File: src/design/jtag_cfg_pkg.sv
// Shared types and constants for the test access configuration port
package jtag_cfg_pkg;

    typedef enum logic [3:0] {
        TEST_LOGIC_RESET,
        RUN_TEST_IDLE,
        SELECT_DR,
        CAPTURE_DR,
        SHIFT_DR,
        EXIT1_DR,
        PAUSE_DR,
        EXIT2_DR,
        UPDATE_DR,
        SELECT_IR,
        CAPTURE_IR,
        SHIFT_IR,
        EXIT1_IR,
        PAUSE_IR,
        EXIT2_IR,
        UPDATE_IR
    } tap_state_t;

    localparam int         IR_LEN         = 4;
    localparam logic [3:0] INSTR_BYPASS   = 4'hF;
    localparam logic [3:0] INSTR_PROGRAM  = 4'h2;
    localparam logic [3:0] INSTR_STARTUP  = 4'h3;
    localparam logic [3:0] IR_CAPTURE_VAL = 4'h1;

    localparam logic [2:0] TMS_RESET_RUN  = 3'h5;
    localparam logic [2:0] BYTE_LAST_BIT  = 3'h7;
    localparam logic [4:0] INIT_TCK_CYCLES = 5'h10;

    localparam logic [1:0] SCHEME_PASSIVE  = 2'h0;
    localparam logic [1:0] SCHEME_ACTIVE   = 2'h1;
    localparam logic [1:0] SCHEME_PARALLEL = 2'h2;

    typedef struct packed {
        logic tck;
        logic tms;
        logic tdi;
    } jtag_pins_t;

    typedef struct packed {
        logic       data;
        logic       oe;
    } tdo_pin_t;

    typedef struct packed {
        logic [7:0] data;
        logic       valid;
    } cfg_byte_t;

endpackage

File: src/design/jtag_config_port.sv
// Test access port with configuration loading and scheme arbitration
module jtag_config_port (
    input  wire logic                    clk,
    input  wire logic                    reset,
    input  wire jtag_cfg_pkg::jtag_pins_t jtagPins,
    output jtag_cfg_pkg::tdo_pin_t       tdoPin,
    input  wire logic [1:0]              schemeSelect,
    input  wire logic                    reconfigureRequestLow,
    input  wire logic                    chainEnableLow,
    input  wire logic                    serialLoadActive,
    input  wire logic                    activeSerialClk,
    input  wire jtag_cfg_pkg::cfg_byte_t parallelByte,
    input  wire logic                    imageDone,
    input  wire logic                    imageError,
    output jtag_cfg_pkg::cfg_byte_t      cfgOut,
    output logic                         abortOut,
    output logic                         testPortLoading,
    output logic                         decompressBypass,
    output logic                         configClock,
    output logic                         configClockOe,
    output logic                         loadComplete,
    output logic                         chainEnableOutLow
);

    // Pin synchronisers: tck, tms, tdi, reconfigure, chain enable
    logic [4:0] pinMeta_q;
    logic [4:0] pinMeta_d;
    logic [4:0] pinSync_q;
    logic [4:0] pinSync_d;
    logic       tckLast_q;
    logic       tckLast_d;

    logic       tckSync;
    logic       tmsSync;
    logic       tdiSync;
    logic       reconfigSyncLow;
    logic       chainSyncLow;
    logic       tckRise;
    logic       tckFall;

    always_comb begin
        pinMeta_d = {jtagPins.tck, jtagPins.tms, jtagPins.tdi,
                     reconfigureRequestLow, chainEnableLow};
        pinSync_d = pinMeta_q;
        tckLast_d = pinSync_q[4];
    end

    always_ff @(posedge clk) begin
        if (reset) begin
            // Idle levels: TCK low, TMS and TDI high, requests inactive
            pinMeta_q <= 5'h0F;
            pinSync_q <= 5'h0F;
            tckLast_q <= 1'b0;
        end else begin
            pinMeta_q <= pinMeta_d;
            pinSync_q <= pinSync_d;
            tckLast_q <= tckLast_d;
        end
    end

    assign tckSync         = pinSync_q[4];
    assign tmsSync         = pinSync_q[3];
    assign tdiSync         = pinSync_q[2];
    assign reconfigSyncLow = pinSync_q[1];
    assign chainSyncLow    = pinSync_q[0];
    // A parked TCK gives no edges, so the TAP and scan registers below do not advance
    assign tckRise         = tckSync & ~tckLast_q;
    assign tckFall         = ~tckSync & tckLast_q;

    jtag_cfg_pkg::tap_state_t tapState;

    tap_controller u_tap (
        .clk   (clk),
        .reset (reset),
        .step  (tckRise),
        .tms   (tmsSync),
        .state (tapState)
    );

    function automatic logic is_shift(input jtag_cfg_pkg::tap_state_t s);
        is_shift = (s == jtag_cfg_pkg::SHIFT_DR) ||
                   (s == jtag_cfg_pkg::SHIFT_IR);
    endfunction

    // Scan registers and loading control, stepped on TCK rising edges except the reconfigure clear
    logic [3:0] irShift_q;
    logic [3:0] irShift_d;
    logic [3:0] instr_q;
    logic [3:0] instr_d;
    logic       bypass_q;
    logic       bypass_d;
    logic [7:0] dataShift_q;
    logic [7:0] dataShift_d;
    logic [2:0] bitCount_q;
    logic [2:0] bitCount_d;
    logic [4:0] initCount_q;
    logic [4:0] initCount_d;
    logic       loading_q;
    logic       loading_d;
    logic       done_q;
    logic       done_d;
    logic       abort_q;
    logic       abort_d;
    logic       chainOut_q;
    logic       chainOut_d;
    logic       tapByteValid;
    logic [7:0] tapByte;

    always_comb begin
        irShift_d    = irShift_q;
        instr_d      = instr_q;
        bypass_d     = bypass_q;
        dataShift_d  = dataShift_q;
        bitCount_d   = bitCount_q;
        initCount_d  = initCount_q;
        loading_d    = loading_q;
        done_d       = done_q;
        abort_d      = 1'b0;
        tapByteValid = 1'b0;
        tapByte      = {tdiSync, dataShift_q[7:1]};
        if (tckRise) begin
            unique case (tapState)
                jtag_cfg_pkg::TEST_LOGIC_RESET: begin
                    instr_d = jtag_cfg_pkg::INSTR_BYPASS;
                end
                jtag_cfg_pkg::CAPTURE_IR: begin
                    irShift_d = jtag_cfg_pkg::IR_CAPTURE_VAL;
                end
                jtag_cfg_pkg::SHIFT_IR: begin
                    irShift_d = {tdiSync, irShift_q[3:1]};
                end
                jtag_cfg_pkg::UPDATE_IR: begin
                    instr_d     = irShift_q;
                    initCount_d = 5'h00;
                    if (irShift_q == jtag_cfg_pkg::INSTR_PROGRAM) begin
                        loading_d = 1'b1;
                        done_d    = 1'b0;
                        abort_d   = serialLoadActive;
                    end
                end
                jtag_cfg_pkg::CAPTURE_DR: begin
                    bypass_d   = 1'b0;
                    bitCount_d = 3'h0;
                end
                jtag_cfg_pkg::SHIFT_DR: begin
                    if (instr_q == jtag_cfg_pkg::INSTR_PROGRAM) begin
                        dataShift_d = tapByte;
                        bitCount_d  = bitCount_q + 3'h1;
                        if (bitCount_q == jtag_cfg_pkg::BYTE_LAST_BIT) begin
                            tapByteValid = loading_q;
                        end
                    end else begin
                        bypass_d = tdiSync;
                    end
                end
                jtag_cfg_pkg::RUN_TEST_IDLE: begin
                    // Initialization consumes the host's trailing clocks
                    if (instr_q == jtag_cfg_pkg::INSTR_STARTUP &&
                            loading_q) begin
                        if (initCount_q != jtag_cfg_pkg::INIT_TCK_CYCLES) begin
                            initCount_d = initCount_q + 5'h01;
                        end else if (imageDone || imageError) begin
                            loading_d = 1'b0;
                            done_d    = imageDone && !imageError;
                        end
                    end
                end
                default: begin
                end
            endcase
        end
        // A reconfigure request drops any load and its completion flag
        if (!reconfigSyncLow) begin
            loading_d = 1'b0;
            done_d    = 1'b0;
        end
        chainOut_d = !done_d;
    end

    always_ff @(posedge clk) begin
        if (reset) begin
            irShift_q   <= 4'h0;
            instr_q     <= jtag_cfg_pkg::INSTR_BYPASS;
            bypass_q    <= 1'b0;
            dataShift_q <= 8'h00;
            bitCount_q  <= 3'h0;
            initCount_q <= 5'h00;
            loading_q   <= 1'b0;
            done_q      <= 1'b0;
            abort_q     <= 1'b0;
            chainOut_q  <= 1'b1;
        end else begin
            irShift_q   <= irShift_d;
            instr_q     <= instr_d;
            bypass_q    <= bypass_d;
            dataShift_q <= dataShift_d;
            bitCount_q  <= bitCount_d;
            initCount_q <= initCount_d;
            loading_q   <= loading_d;
            done_q      <= done_d;
            abort_q     <= abort_d;
            chainOut_q  <= chainOut_d;
        end
    end

    // Registered outputs: data stream, scheme steering and TDO
    jtag_cfg_pkg::cfg_byte_t cfgOut_q;
    jtag_cfg_pkg::cfg_byte_t cfgOut_d;
    jtag_cfg_pkg::tdo_pin_t  tdo_q;
    jtag_cfg_pkg::tdo_pin_t  tdo_d;
    logic                    cfgClk_q;
    logic                    cfgClk_d;
    logic                    cfgClkOe_q;
    logic                    cfgClkOe_d;

    always_comb begin
        cfgOut_d = '0;
        tdo_d    = tdo_q;
        if (tapByteValid) begin
            cfgOut_d.data  = tapByte;
            cfgOut_d.valid = 1'b1;
        end else if (!loading_q && !chainSyncLow && parallelByte.valid) begin
            // Parallel bytes only while no test-port load owns the stream
            cfgOut_d = parallelByte;
        end
        // An active serial clock would fight a test-port load, so its output enable is dropped
        cfgClk_d   = activeSerialClk;
        cfgClkOe_d = (schemeSelect == jtag_cfg_pkg::SCHEME_ACTIVE) &&
                     !loading_q;
        if (tckFall) begin
            tdo_d.oe = is_shift(tapState);
            if (tapState == jtag_cfg_pkg::SHIFT_IR) begin
                tdo_d.data = irShift_q[0];
            end else if (instr_q == jtag_cfg_pkg::INSTR_PROGRAM) begin
                tdo_d.data = dataShift_q[0];
            end else begin
                tdo_d.data = bypass_q;
            end
        end
    end

    always_ff @(posedge clk) begin
        if (reset) begin
            cfgOut_q   <= '0;
            tdo_q      <= '0;
            cfgClk_q   <= 1'b0;
            cfgClkOe_q <= 1'b0;
        end else begin
            cfgOut_q   <= cfgOut_d;
            tdo_q      <= tdo_d;
            cfgClk_q   <= cfgClk_d;
            cfgClkOe_q <= cfgClkOe_d;
        end
    end

    assign cfgOut            = cfgOut_q;
    assign tdoPin            = tdo_q;
    assign configClock       = cfgClk_q;
    assign configClockOe     = cfgClkOe_q;
    assign abortOut          = abort_q;
    assign testPortLoading   = loading_q;
    assign decompressBypass  = loading_q;
    assign loadComplete      = done_q;
    assign chainEnableOutLow = chainOut_q;

    property p_tdo_on_fall;
        @(posedge clk) disable iff (reset)
        $changed(tdo_q) |-> $past(tckFall);
    endproperty
    a_tdo_on_fall: assert property (p_tdo_on_fall)
        else $error("TDO changed outside a TCK falling edge");

    property p_tdo_released;
        @(posedge clk) disable iff (reset)
        (tckFall && !is_shift(tapState)) |=> !tdo_q.oe;
    endproperty
    a_tdo_released: assert property (p_tdo_released)
        else $error("TDO driven outside a shift state");

    property p_bypass_bit;
        @(posedge clk) disable iff (reset)
        (tckRise && tapState == jtag_cfg_pkg::SHIFT_DR &&
         instr_q == jtag_cfg_pkg::INSTR_BYPASS) |=> (bypass_q == $past(tdiSync));
    endproperty
    a_bypass_bit: assert property (p_bypass_bit)
        else $error("Bypass register did not take TDI");
    property p_serial_abort;
        @(posedge clk) disable iff (reset)
        (tckRise && tapState == jtag_cfg_pkg::UPDATE_IR && serialLoadActive &&
         irShift_q == jtag_cfg_pkg::INSTR_PROGRAM) |=> (abortOut && loading_q);
    endproperty
    a_serial_abort: assert property (p_serial_abort)
        else $error("Passive serial load not aborted");
    property p_as_clock_off;
        @(posedge clk) disable iff (reset)
        loading_q |=> !configClockOe;
    endproperty
    a_as_clock_off: assert property (p_as_clock_off)
        else $error("Config clock driven during test-port load");

    property p_priority;
        @(posedge clk) disable iff (reset)
        (loading_q && !tapByteValid) |=> !cfgOut.valid;
    endproperty
    a_priority: assert property (p_priority)
        else $error("Other scheme data passed during test-port load");
    property p_broadcast;
        @(posedge clk) disable iff (reset)
        (!loading_q && !chainSyncLow && parallelByte.valid) |=>
            (cfgOut.valid && cfgOut.data == $past(parallelByte.data));
    endproperty
    a_broadcast: assert property (p_broadcast)
        else $error("Broadcast parallel byte dropped");
    property p_decomp;
        @(posedge clk) disable iff (reset)
        $rose(loading_q) |-> decompressBypass ##1 (decompressBypass == loading_q);
    endproperty
    a_decomp: assert property (p_decomp)
        else $error("Decompression not bypassed for test-port load");
    property p_done_ok;
        @(posedge clk) disable iff (reset)
        $rose(loadComplete) |-> ($past(imageDone) && !$past(imageError) &&
            $past(initCount_q) == jtag_cfg_pkg::INIT_TCK_CYCLES);
    endproperty
    a_done_ok: assert property (p_done_ok)
        else $error("Load complete raised without a clean image");

endmodule

File: src/design/tap_controller.sv
// Sixteen-state test access port controller, stepped by TCK rising edges
module tap_controller (
    input  wire logic                    clk,
    input  wire logic                    reset,
    input  wire logic                    step,
    input  wire logic                    tms,
    output jtag_cfg_pkg::tap_state_t     state
);

    jtag_cfg_pkg::tap_state_t state_q;
    jtag_cfg_pkg::tap_state_t state_d;
    logic [2:0]               tmsRun_q;
    logic [2:0]               tmsRun_d;

    assign state = state_q;

    always_comb begin
        state_d  = state_q;
        tmsRun_d = tmsRun_q;
        if (step) begin
            if (!tms) begin
                tmsRun_d = 3'h0;
            end else if (tmsRun_q != jtag_cfg_pkg::TMS_RESET_RUN) begin
                tmsRun_d = tmsRun_q + 3'h1;
            end
            unique case (state_q)
                jtag_cfg_pkg::TEST_LOGIC_RESET: state_d = tms ?
                    jtag_cfg_pkg::TEST_LOGIC_RESET : jtag_cfg_pkg::RUN_TEST_IDLE;
                jtag_cfg_pkg::RUN_TEST_IDLE: state_d = tms ?
                    jtag_cfg_pkg::SELECT_DR : jtag_cfg_pkg::RUN_TEST_IDLE;
                jtag_cfg_pkg::SELECT_DR: state_d = tms ?
                    jtag_cfg_pkg::SELECT_IR : jtag_cfg_pkg::CAPTURE_DR;
                jtag_cfg_pkg::CAPTURE_DR: state_d = tms ?
                    jtag_cfg_pkg::EXIT1_DR : jtag_cfg_pkg::SHIFT_DR;
                jtag_cfg_pkg::SHIFT_DR: state_d = tms ?
                    jtag_cfg_pkg::EXIT1_DR : jtag_cfg_pkg::SHIFT_DR;
                jtag_cfg_pkg::EXIT1_DR: state_d = tms ?
                    jtag_cfg_pkg::UPDATE_DR : jtag_cfg_pkg::PAUSE_DR;
                jtag_cfg_pkg::PAUSE_DR: state_d = tms ?
                    jtag_cfg_pkg::EXIT2_DR : jtag_cfg_pkg::PAUSE_DR;
                jtag_cfg_pkg::EXIT2_DR: state_d = tms ?
                    jtag_cfg_pkg::UPDATE_DR : jtag_cfg_pkg::SHIFT_DR;
                jtag_cfg_pkg::UPDATE_DR: state_d = tms ?
                    jtag_cfg_pkg::SELECT_DR : jtag_cfg_pkg::RUN_TEST_IDLE;
                jtag_cfg_pkg::SELECT_IR: state_d = tms ?
                    jtag_cfg_pkg::TEST_LOGIC_RESET : jtag_cfg_pkg::CAPTURE_IR;
                jtag_cfg_pkg::CAPTURE_IR: state_d = tms ?
                    jtag_cfg_pkg::EXIT1_IR : jtag_cfg_pkg::SHIFT_IR;
                jtag_cfg_pkg::SHIFT_IR: state_d = tms ?
                    jtag_cfg_pkg::EXIT1_IR : jtag_cfg_pkg::SHIFT_IR;
                jtag_cfg_pkg::EXIT1_IR: state_d = tms ?
                    jtag_cfg_pkg::UPDATE_IR : jtag_cfg_pkg::PAUSE_IR;
                jtag_cfg_pkg::PAUSE_IR: state_d = tms ?
                    jtag_cfg_pkg::EXIT2_IR : jtag_cfg_pkg::PAUSE_IR;
                jtag_cfg_pkg::EXIT2_IR: state_d = tms ?
                    jtag_cfg_pkg::UPDATE_IR : jtag_cfg_pkg::SHIFT_IR;
                jtag_cfg_pkg::UPDATE_IR: state_d = tms ?
                    jtag_cfg_pkg::SELECT_DR : jtag_cfg_pkg::RUN_TEST_IDLE;
            endcase
        end
    end

    always_ff @(posedge clk) begin
        if (reset) begin
            state_q  <= jtag_cfg_pkg::TEST_LOGIC_RESET;
            tmsRun_q <= 3'h0;
        end else begin
            state_q  <= state_d;
            tmsRun_q <= tmsRun_d;
        end
    end

    property p_tms_reset;
        @(posedge clk) disable iff (reset)
        (tmsRun_q == jtag_cfg_pkg::TMS_RESET_RUN) |->
            (state_q == jtag_cfg_pkg::TEST_LOGIC_RESET);
    endproperty
    a_tms_reset: assert property (p_tms_reset)
        else $error("TMS held high five steps without reaching reset");

    property p_step_only;
        @(posedge clk) disable iff (reset)
        !step |=> $stable(state_q);
    endproperty
    a_step_only: assert property (p_step_only)
        else $error("TAP state moved without a TCK rising edge");

endmodule

File: config.mk
export PLATFORM = sky130hd
export DESIGN_NAME = jtag_config_port
export DESIGN_NICKNAME = d
export VERILOG_FILES = /design/src/design/jtag_cfg_pkg.sv /design/src/design/jtag_config_port.sv /design/src/design/tap_controller.sv
export SDC_FILE = /design/constraint.sdc
export NUM_CORES = 1
export LEC_CHECK = 0
export BUFFER_PORTS_ARGS = -buffer_cell sky130_fd_sc_hd__buf_4
export CORE_AREA = 2 2 71 73
export DETAILED_ROUTE_END_ITERATION = 10
export DIE_AREA = 0 0 73 75
export PLACE_DENSITY = 0.82
export REMOVE_ABC_BUFFERS = 1
export SYNTH_ARGS = -nofsm -noshare
export SYNTH_HDL_FRONTEND = slang
export SYNTH_HIERARCHICAL = 1
export SYNTH_SLANG_ARGS = --single-unit
File: constraint.sdc
create_clock -name clk -period 2.6 [get_ports clk]
set_input_delay 0.26 -clock clk [delete_from_list [all_inputs] [get_ports clk]]
set_output_delay 0.26 -clock clk [all_outputs]
set_load 0.03 [all_outputs]
==> reports/metrics.yaml, run 1 <==
synth_edf_count: 0
rsz0062_at_grt: "no"
crit_path_end_kind: "flop"
core_sq_um: 4660
place_ws_ns: 0.512
post_cts_resized: 0
yosys_register_bits: 57
critPathBufInv: 0
max_stage_delay_ns: 0.53
place_area_sq_um: 2830
final_core_util_pct: 65.4
drt-total-wl_mm: 5.21
maxSlewViolCount: 0
r2r_slack_ns: 0.47
async_flop_share_pct: 0
diodes: 0
cp_slowest_cell: "dfxtp_1"
final_hold_viol_count: 0
layout-drive-gt1-share_pct: 26.9
hold_path_end: "configClockOe"
min_period_ns: 2.13
p_per_area_nw_per_um2: 618
clkTransAtPathRegs_ns: 0.06
rows: 25
fin_tns_setup_ns: 0
antenna_found_initial: 0
antenna_left: 0
hpwl_mm: 3.47
path_max_fanout: 12
clk_latency_ns: 0.33
io_pins: 40
grt_max_degree: 45
worstMarginPinSlew_ns: 1.26
setup_ws_ns: 0.473
dr.pass1.iters: 4
ctsHoldBuffers: 0
grt_pass1_vias: 1856
area_growth_pct: 22.3
yosysWarnings: 6
dieArea_sq_um: 5480
r2r-start: "u_tap/state[2]"
avgSynthCellArea_sq_um: 9.89
worst_setup_path_start_kind: "flop"
crit_type: "flop to flop"
max-vdd-ir-drop_v: 0.000392
drc: 0
die_y_um: 75
arrival_ns: 2.40
synth_top_area_share_pct: 45.8
max-cap-violations: 0
htree_num_levels: 3
synth_top_area_cell: "dfxtp_1"
fin_nets: 324
cts-root-buf: "clkbuf_8"
die_w_um: 73
cts_sinks: 57
gp_congestion: 0.831
synth_area_sq_um: 2490
start_util_pct: 53.4
clock_path_buffers: 2
maxSlewHeadroom_pct: 15.5
multi_input_area_sq_um: 1230
post_synth_num_cell_types: 64
seq_area_sq_um: 1140
outcome: "finished, final reports clean"
fmax_mhz: 470
cts_setup_buffers: 0
synth_top_flop_cell: "dfxtp_1"
hold_depth: 2
setup_violations: 0
fin_area_sq_um: 3050
power.total_mw: 1.88
cts_made_buffers: 9
power.leakage_nw: 1.31
yosys-top-cells-area: "dfxtp_1 46%, a22o_1 3.9%, mux2i_1 3.6%"
wl_per_cell_um: 14.7
reg2reg_depth: 4
fin_skew_ns: 0.00298
grt_pass1_wl_mm: 8.40
n_fill_cell: 394
hold_class: "primary input to flop"
portBuffers: 39
ys_seq_area_share_pct: 45.8
synthCells: 252
reg2reg_to: "cfgOut[5]"
hp-start: "schemeSelect[1]"
grt_overflow: 0
groute.usage.overall_pct: 20.1
dr.first_iter.drc_count: 146
vias_per_cell: 5.79
cts_tree: "built"
crit_required_ns: 2.87
crit_chain: "or4b_1 -> or3_1 -> nor3_4 -> a22o_1"
dr_total_vias: 2055
fin_crit_sh_pct: 81.8
crit_family: "simple AND/OR/NAND/NOR gates"
-- stage by stage --
stage,hold WS (ns),std cells
after global routing,0.0819,355
final,0.0829,355
after floorplan,0.329,240
after global placement,0.391,341
after CTS,0.0713,355
after detailed placement,0.396,341
-- worst register-to-register path, stage by stage, from the launching register on --
cell     delay, ns
dfxtp_1       0.53
or4b_1        0.54
or3_1         0.42
nor3_4        0.37
a22o_1        0.21
-- routing by layer --
metal  GRT usage [%]  vias to the layer above  part of all wire, %
met2            31.9                       47                   51
met4            9.47                        0                  1.1
met5               0                        -                    0
met1            25.2                      980                   45
li1                -                     1021                    -
met3            6.02                        7                  3.7
-- cell type report --
type	count	share of cell area (%)
sequential	57	37.5
clock buffer	11	4.97
clock inverter	3	2.14
inverter	11	1.36
multi-input combinational	172	40.3
tap	54	2.22
timing repair buffer	47	11.6
-- registers in the layout, summed over array words and instances (netlist names) --
signal,cells
abortOut,1
loadComplete,1
tdoPin,2
configClockOe,1
chainEnableOutLow,1
configClock,1
decompressBypass,1
pinMeta_q,5
dataShift_q,8
tckLast_q,1
irShift_q,4
bitCount_q,3
pinSync_q,5
cfgOut,9
u_tap/state,4
bypass_q,1
instr_q,4
initCount_q,5
-- worst max path at each step --
| stage | start | end | cells past startpoint |
|---|---|---|---|
| after CTS | u_tap/state[2] | cfgOut[5] | 4 |
| after floorplan | u_tap/state[2] | cfgOut[1] | 4 |
| final | u_tap/state[2] | cfgOut[5] | 4 |
| after detailed placement | u_tap/state[2] | cfgOut[5] | 4 |
| after global placement | u_tap/state[0] | cfgOut[4] | 4 |
| after global routing | u_tap/state[2] | cfgOut[5] | 4 |
-- Yosys cell counts (all sizes together), types with 3 or more instances --
cell type,count
mux2i,9
or4,4
a22o,11
nand2b,8
nand3,6
o31ai,3
buf,8
clkbuf,4
a21oi,10
ha,4
and4,3
or2,9
nor2b,7
nand4,3
a22oi,4
inv,10
o22ai,4
o21ai,9
or4b,4
dfxtp,57
nand2,8
a31oi,4
nor2,21
-- report_power, final --
part | switching, mW | leakage (nW) | internal, mW
logic | 0.0423 | 0.732 | 0.0420
registers | 0.00844 | 0.462 | 0.885
clock network | 0.327 | 0.111 | 0.579
total | 0.378 | 1.31 | 1.51
-- cell families after synthesis --
logic type / synth area share (%)
AO/OA/AOI/OAI: 18.6
flip-flops: 45.8
AND/OR/NAND/NOR: 23.9
XOR/XNOR: 0.703
buffers and inverters: 4.92
adder cells (fa/ha/maj): 2.01
multiplexers: 4.07
-- cells in the final DEF (no fill, tap or decap), types with 4 or more instances in the layout --
master     n
nand3_1    6
a22o_1    11
or4_1      4
nand2_1    8
a31oi_1    4
a22oi_1    4
or2_2      9
nand2b_1   8
nor2_1    20
clkbuf_8  11
buf_4     47
nor2b_1    6
mux2i_1    9
inv_1     10
o21ai_0    9
ha_1       4
a21oi_1   10
dfxtp_1   57
o22ai_1    4
(Power assumes the default switching activity.)
==> run 2, diff against run 1 <==
Settings changed: ABC_AREA from default to 1, CORE_AREA 2 2 71 73 to 2 2 77 79, DIE_AREA 0 0 73 75 to 0 0 79 81, PLACE_DENSITY 0.82 to 0.79.
Clock period 2.6 ns to 1.7 ns, I/O delays scaled along.
==> run 2 against run 1 <==
Against the previous run: critical path type unchanged; clock power rose by 82%; area after synthesis rose by 9.6%; routed wire length rose by 12%; largest cell class unchanged; largest power group unchanged; flip-flop and latch count did not move.
==> reports/metrics.yaml, run 2 <==
outcome: "finished, final reports clean"
ys_seq_area_share_pct: 41.8  # -4.0 points
worstMarginPinSlew_ns: 0.435  # -0.821 ns
cts_sinks: 57  # unchanged
fmax_mhz: 667  # +42%
r2r-start: "u_tap/state[1]"
max-vdd-ir-drop_v: 0.000727  # +85%
crit_path_end: "initCount_q[1]"
synth_top_area_cell: "dfxtp_1"
drc: 0  # unchanged
crit_chain: "nand2_2 -> nor2_4 -> inv_2 -> nand2_4 -> nand3_2 -> nand2_1 -> nand2_1 -> nor2_1"
final_cells: 507  # +43%
yosysWarnings: 6  # unchanged
antenna_found_initial: 0  # unchanged
area_growth_pct: 22.8
power.leakage_nw: 1.51  # +16%
cts_made_buffers: 9  # unchanged
n_fill_cell: 534  # +36%
startpoint: "u_tap/state[1]"
reg2reg_to: "initCount_q[1]"
wl_per_cell_um: 11.5  # -22%
avgSynthCellArea_sq_um: 7.15  # -28%
grt_max_degree: 23  # -49%
dr.first_iter.drc_count: 158  # +8.2%
arrival_ns: 1.77  # -0.63 ns
synth_edf_count: 0  # unchanged
synthCells: 382  # +52%
cts_tree: "built"
worst_setup_path_start_kind: "flop"
core_sq_um: 5680  # +22%
crit_path_end_kind: "flop"
post_synth_num_cell_types: 35  # -45%
hpwl_mm: 4.17  # +20%
portBuffers: 39  # unchanged
reg2reg_depth: 8  # +4
netlist_top_cells_count: "83 x nand2_1, 57 x dfxtp_1, 51 x nor2_1"
critPathBufInv: 1  # +1
r2r_slack_ns: 0.20  # -0.27 ns
final_core_util_pct: 59.1  # -6.3 points
groute.usage.overall_pct: 19.4  # -0.75 points
htree_num_levels: 3  # unchanged
hold_class: "primary input to flop"
start_util_pct: 48.1  # -5.3 points
die_w_um: 79  # +8.2%
fin_crit_sh_pct: 88.2  # +6.4 points
cts_setup_buffers: 0  # unchanged
path_max_fanout: 11  # -1
path_depth: 8  # +4
fin_skew_ns: 0.0109  # +0.00794 ns
crit_family: "simple AND/OR/NAND/NOR gates"
synth_top_flop_cell: "dfxtp_1"
busiest_layer: "met2"
antenna_left: 0  # unchanged
setup_violations: 0  # unchanged
grt_pass1_wl_mm: 9.70  # +15%
die_y_um: 81  # +8.0%
synth.most_common_cell: "nand2_1"
layout-drive-gt1-share_pct: 22.2  # -4.7 points
clkTransAtPathRegs_ns: 0.06  # about the same
yosys-top-cells-area: "dfxtp_1 42%, nand2_1 11%, nor2_1 7.0%"
drt-total-wl_mm: 5.82  # +12%
crit_type: "flop to flop"
synth_top_area_share_pct: 41.8  # -4.0 points
use_met3_pct: 6.22  # +0.20 points
dp_cells: 490  # +44%
synth_area_sq_um: 2730  # +9.6%
largest_reg_flops: 9  # unchanged
cp_slowest_cell: "dfxtp_1"
yosys_register_bits: 57  # unchanged
clock_path_buffers: 2  # unchanged
met2_usage_pct: 33.6  # +1.7 points
crit_top_cell: "nand2_1"
maxSlewHeadroom_pct: 70.9  # +55 points
seq_area_sq_um: 1140  # unchanged
max_stage_delay_ns: 0.59  # +0.06 ns
multi_input_area_sq_um: 1350  # +10%
min_period_ns: 1.50  # -0.627 ns
cts-root-buf: "clkbuf_8"
io_pins: 40  # unchanged
dieArea_sq_um: 6400  # +17%
dr_total_vias: 2517  # +22%
final_hold_viol_count: 0  # unchanged
layout_common_cells: "83 x nand2_1, 57 x dfxtp_1, 51 x nor2_1"
fin_nets: 453  # +40%
max-cap-violations: 0  # unchanged
p_per_area_nw_per_um2: 942  # +52%
met1_usage_pct: 22.1  # -3.1 points
rsz0062_at_grt: "no"
maxSlewViolCount: 0  # unchanged
final_common_cell: "nand2_1"
vias_per_cell: 4.96  # -14%
clk_latency_ns: 0.34  # about the same
gp_congestion: 0.959  # +15%
diodes: 0  # unchanged
rows: 28  # +12%
async_flop_share_pct: 0  # unchanged
grt_overflow: 0  # unchanged
dr.pass1.iters: 6  # +2
crit_required_ns: 1.97  # -0.90 ns
grt_pass1_vias: 2305  # +24%
==> run 2: cell types whose count changed after synthesis, moves of 18 or more <==
| cell | change |
|---|---|
| a21oi_1 | +18 |
| inv_1 | +27 |
| nor2_1 | +31 |
| nand2_1 | +75 |
| nand3_1 | +31 |
==> run 2: routing by layer <==
layer  share of wire [%]  vias to the layer above
met5                   0                        -
met4                 1.4                        0
li1                    -                     1318
met3                 6.2                       14
met2                  47                       83
met1                  45                     1102
==> run 2: power by group <==
part / total, mW / switching, mW / leakage, nW / internal [mW]
logic: 0.143 / 0.0787 / 0.919 / 0.0645
clock network: 1.65 / 0.530 / 0.130 / 1.12
registers: 1.37 / 0.0118 / 0.463 / 1.36
total: 3.16 / 0.621 / 1.51 / 2.54
==> run 2: what timing repair did <==
item                                    CTS  global route
endpoints found under the setup margin    0             0
endpoints found under the hold margin     1             0
resized for setup                         0             0
hold buffers                              1             0
==> run 2: how the worst min path moves through the flow <==
stage	to	cells after the start	startpoint	slack (ns)
2_1_floorplan	bitCount_q[1]	1	reset	0.23
3_3_place_gp	configClockOe	2	schemeSelect[1]	0.33
3_5_place_dp	configClockOe	2	schemeSelect[1]	0.34
4_1_cts	pinMeta_q[0]	2	chainEnableLow	0.005
5_1_grt	pinMeta_q[2]	2	jtagPins[0]	0.005
6_report	pinMeta_q[0]	2	chainEnableLow	0.02
==> run 2: final cells by class <==
cell class,instances,share of cell area (%)
multi-input cells,269,40.3
flip-flops and latches,57,34.0
repair buffers,43,9.70
inverters,47,5.48
clock inverters,6,3.88
clock buffers,10,3.80
well taps,75,2.80
==> run 2: metrics by stage <==
step                      worst slack, ns  power [mW]  setup TNS (ns)  cell area (sq um)  hold WS, ns
after floorplan                    -0.373        1.46           -5.99               2680        0.232
after global placement              0.291        1.54               0               3090        0.335
after detailed placement            0.236        1.54               0               3090        0.342
after CTS                           0.222        3.19               0               3350      0.00514
after global routing               0.0813        3.26               0               3350      0.00470
final                               0.201        3.16               0               3350       0.0206
==> run 2: logic make-up (layout without fill, tap and decap cells) <==
kind of cell / count (synthesis) / in the layout / synth area share [%]
XOR/XNOR: 1 / 1 / 0.321
flip-flops: 57 / 57 / 41.8
AND/OR/NAND/NOR: 204 / 204 / 35.0
buffers and inverters: 56 / 106 / 8.70
adder cells (fa/ha/maj): 4 / 4 / 1.83
AO/OA/AOI/OAI: 60 / 60 / 12.4
==> run 2: worst reg2reg max path, delay by kind of cell, from the launching register on <==
kind / cells / cell delay (ns)
simple gates: 7 / 0.77
buf+inv: 1 / 0.09
flops: 1 / 0.59
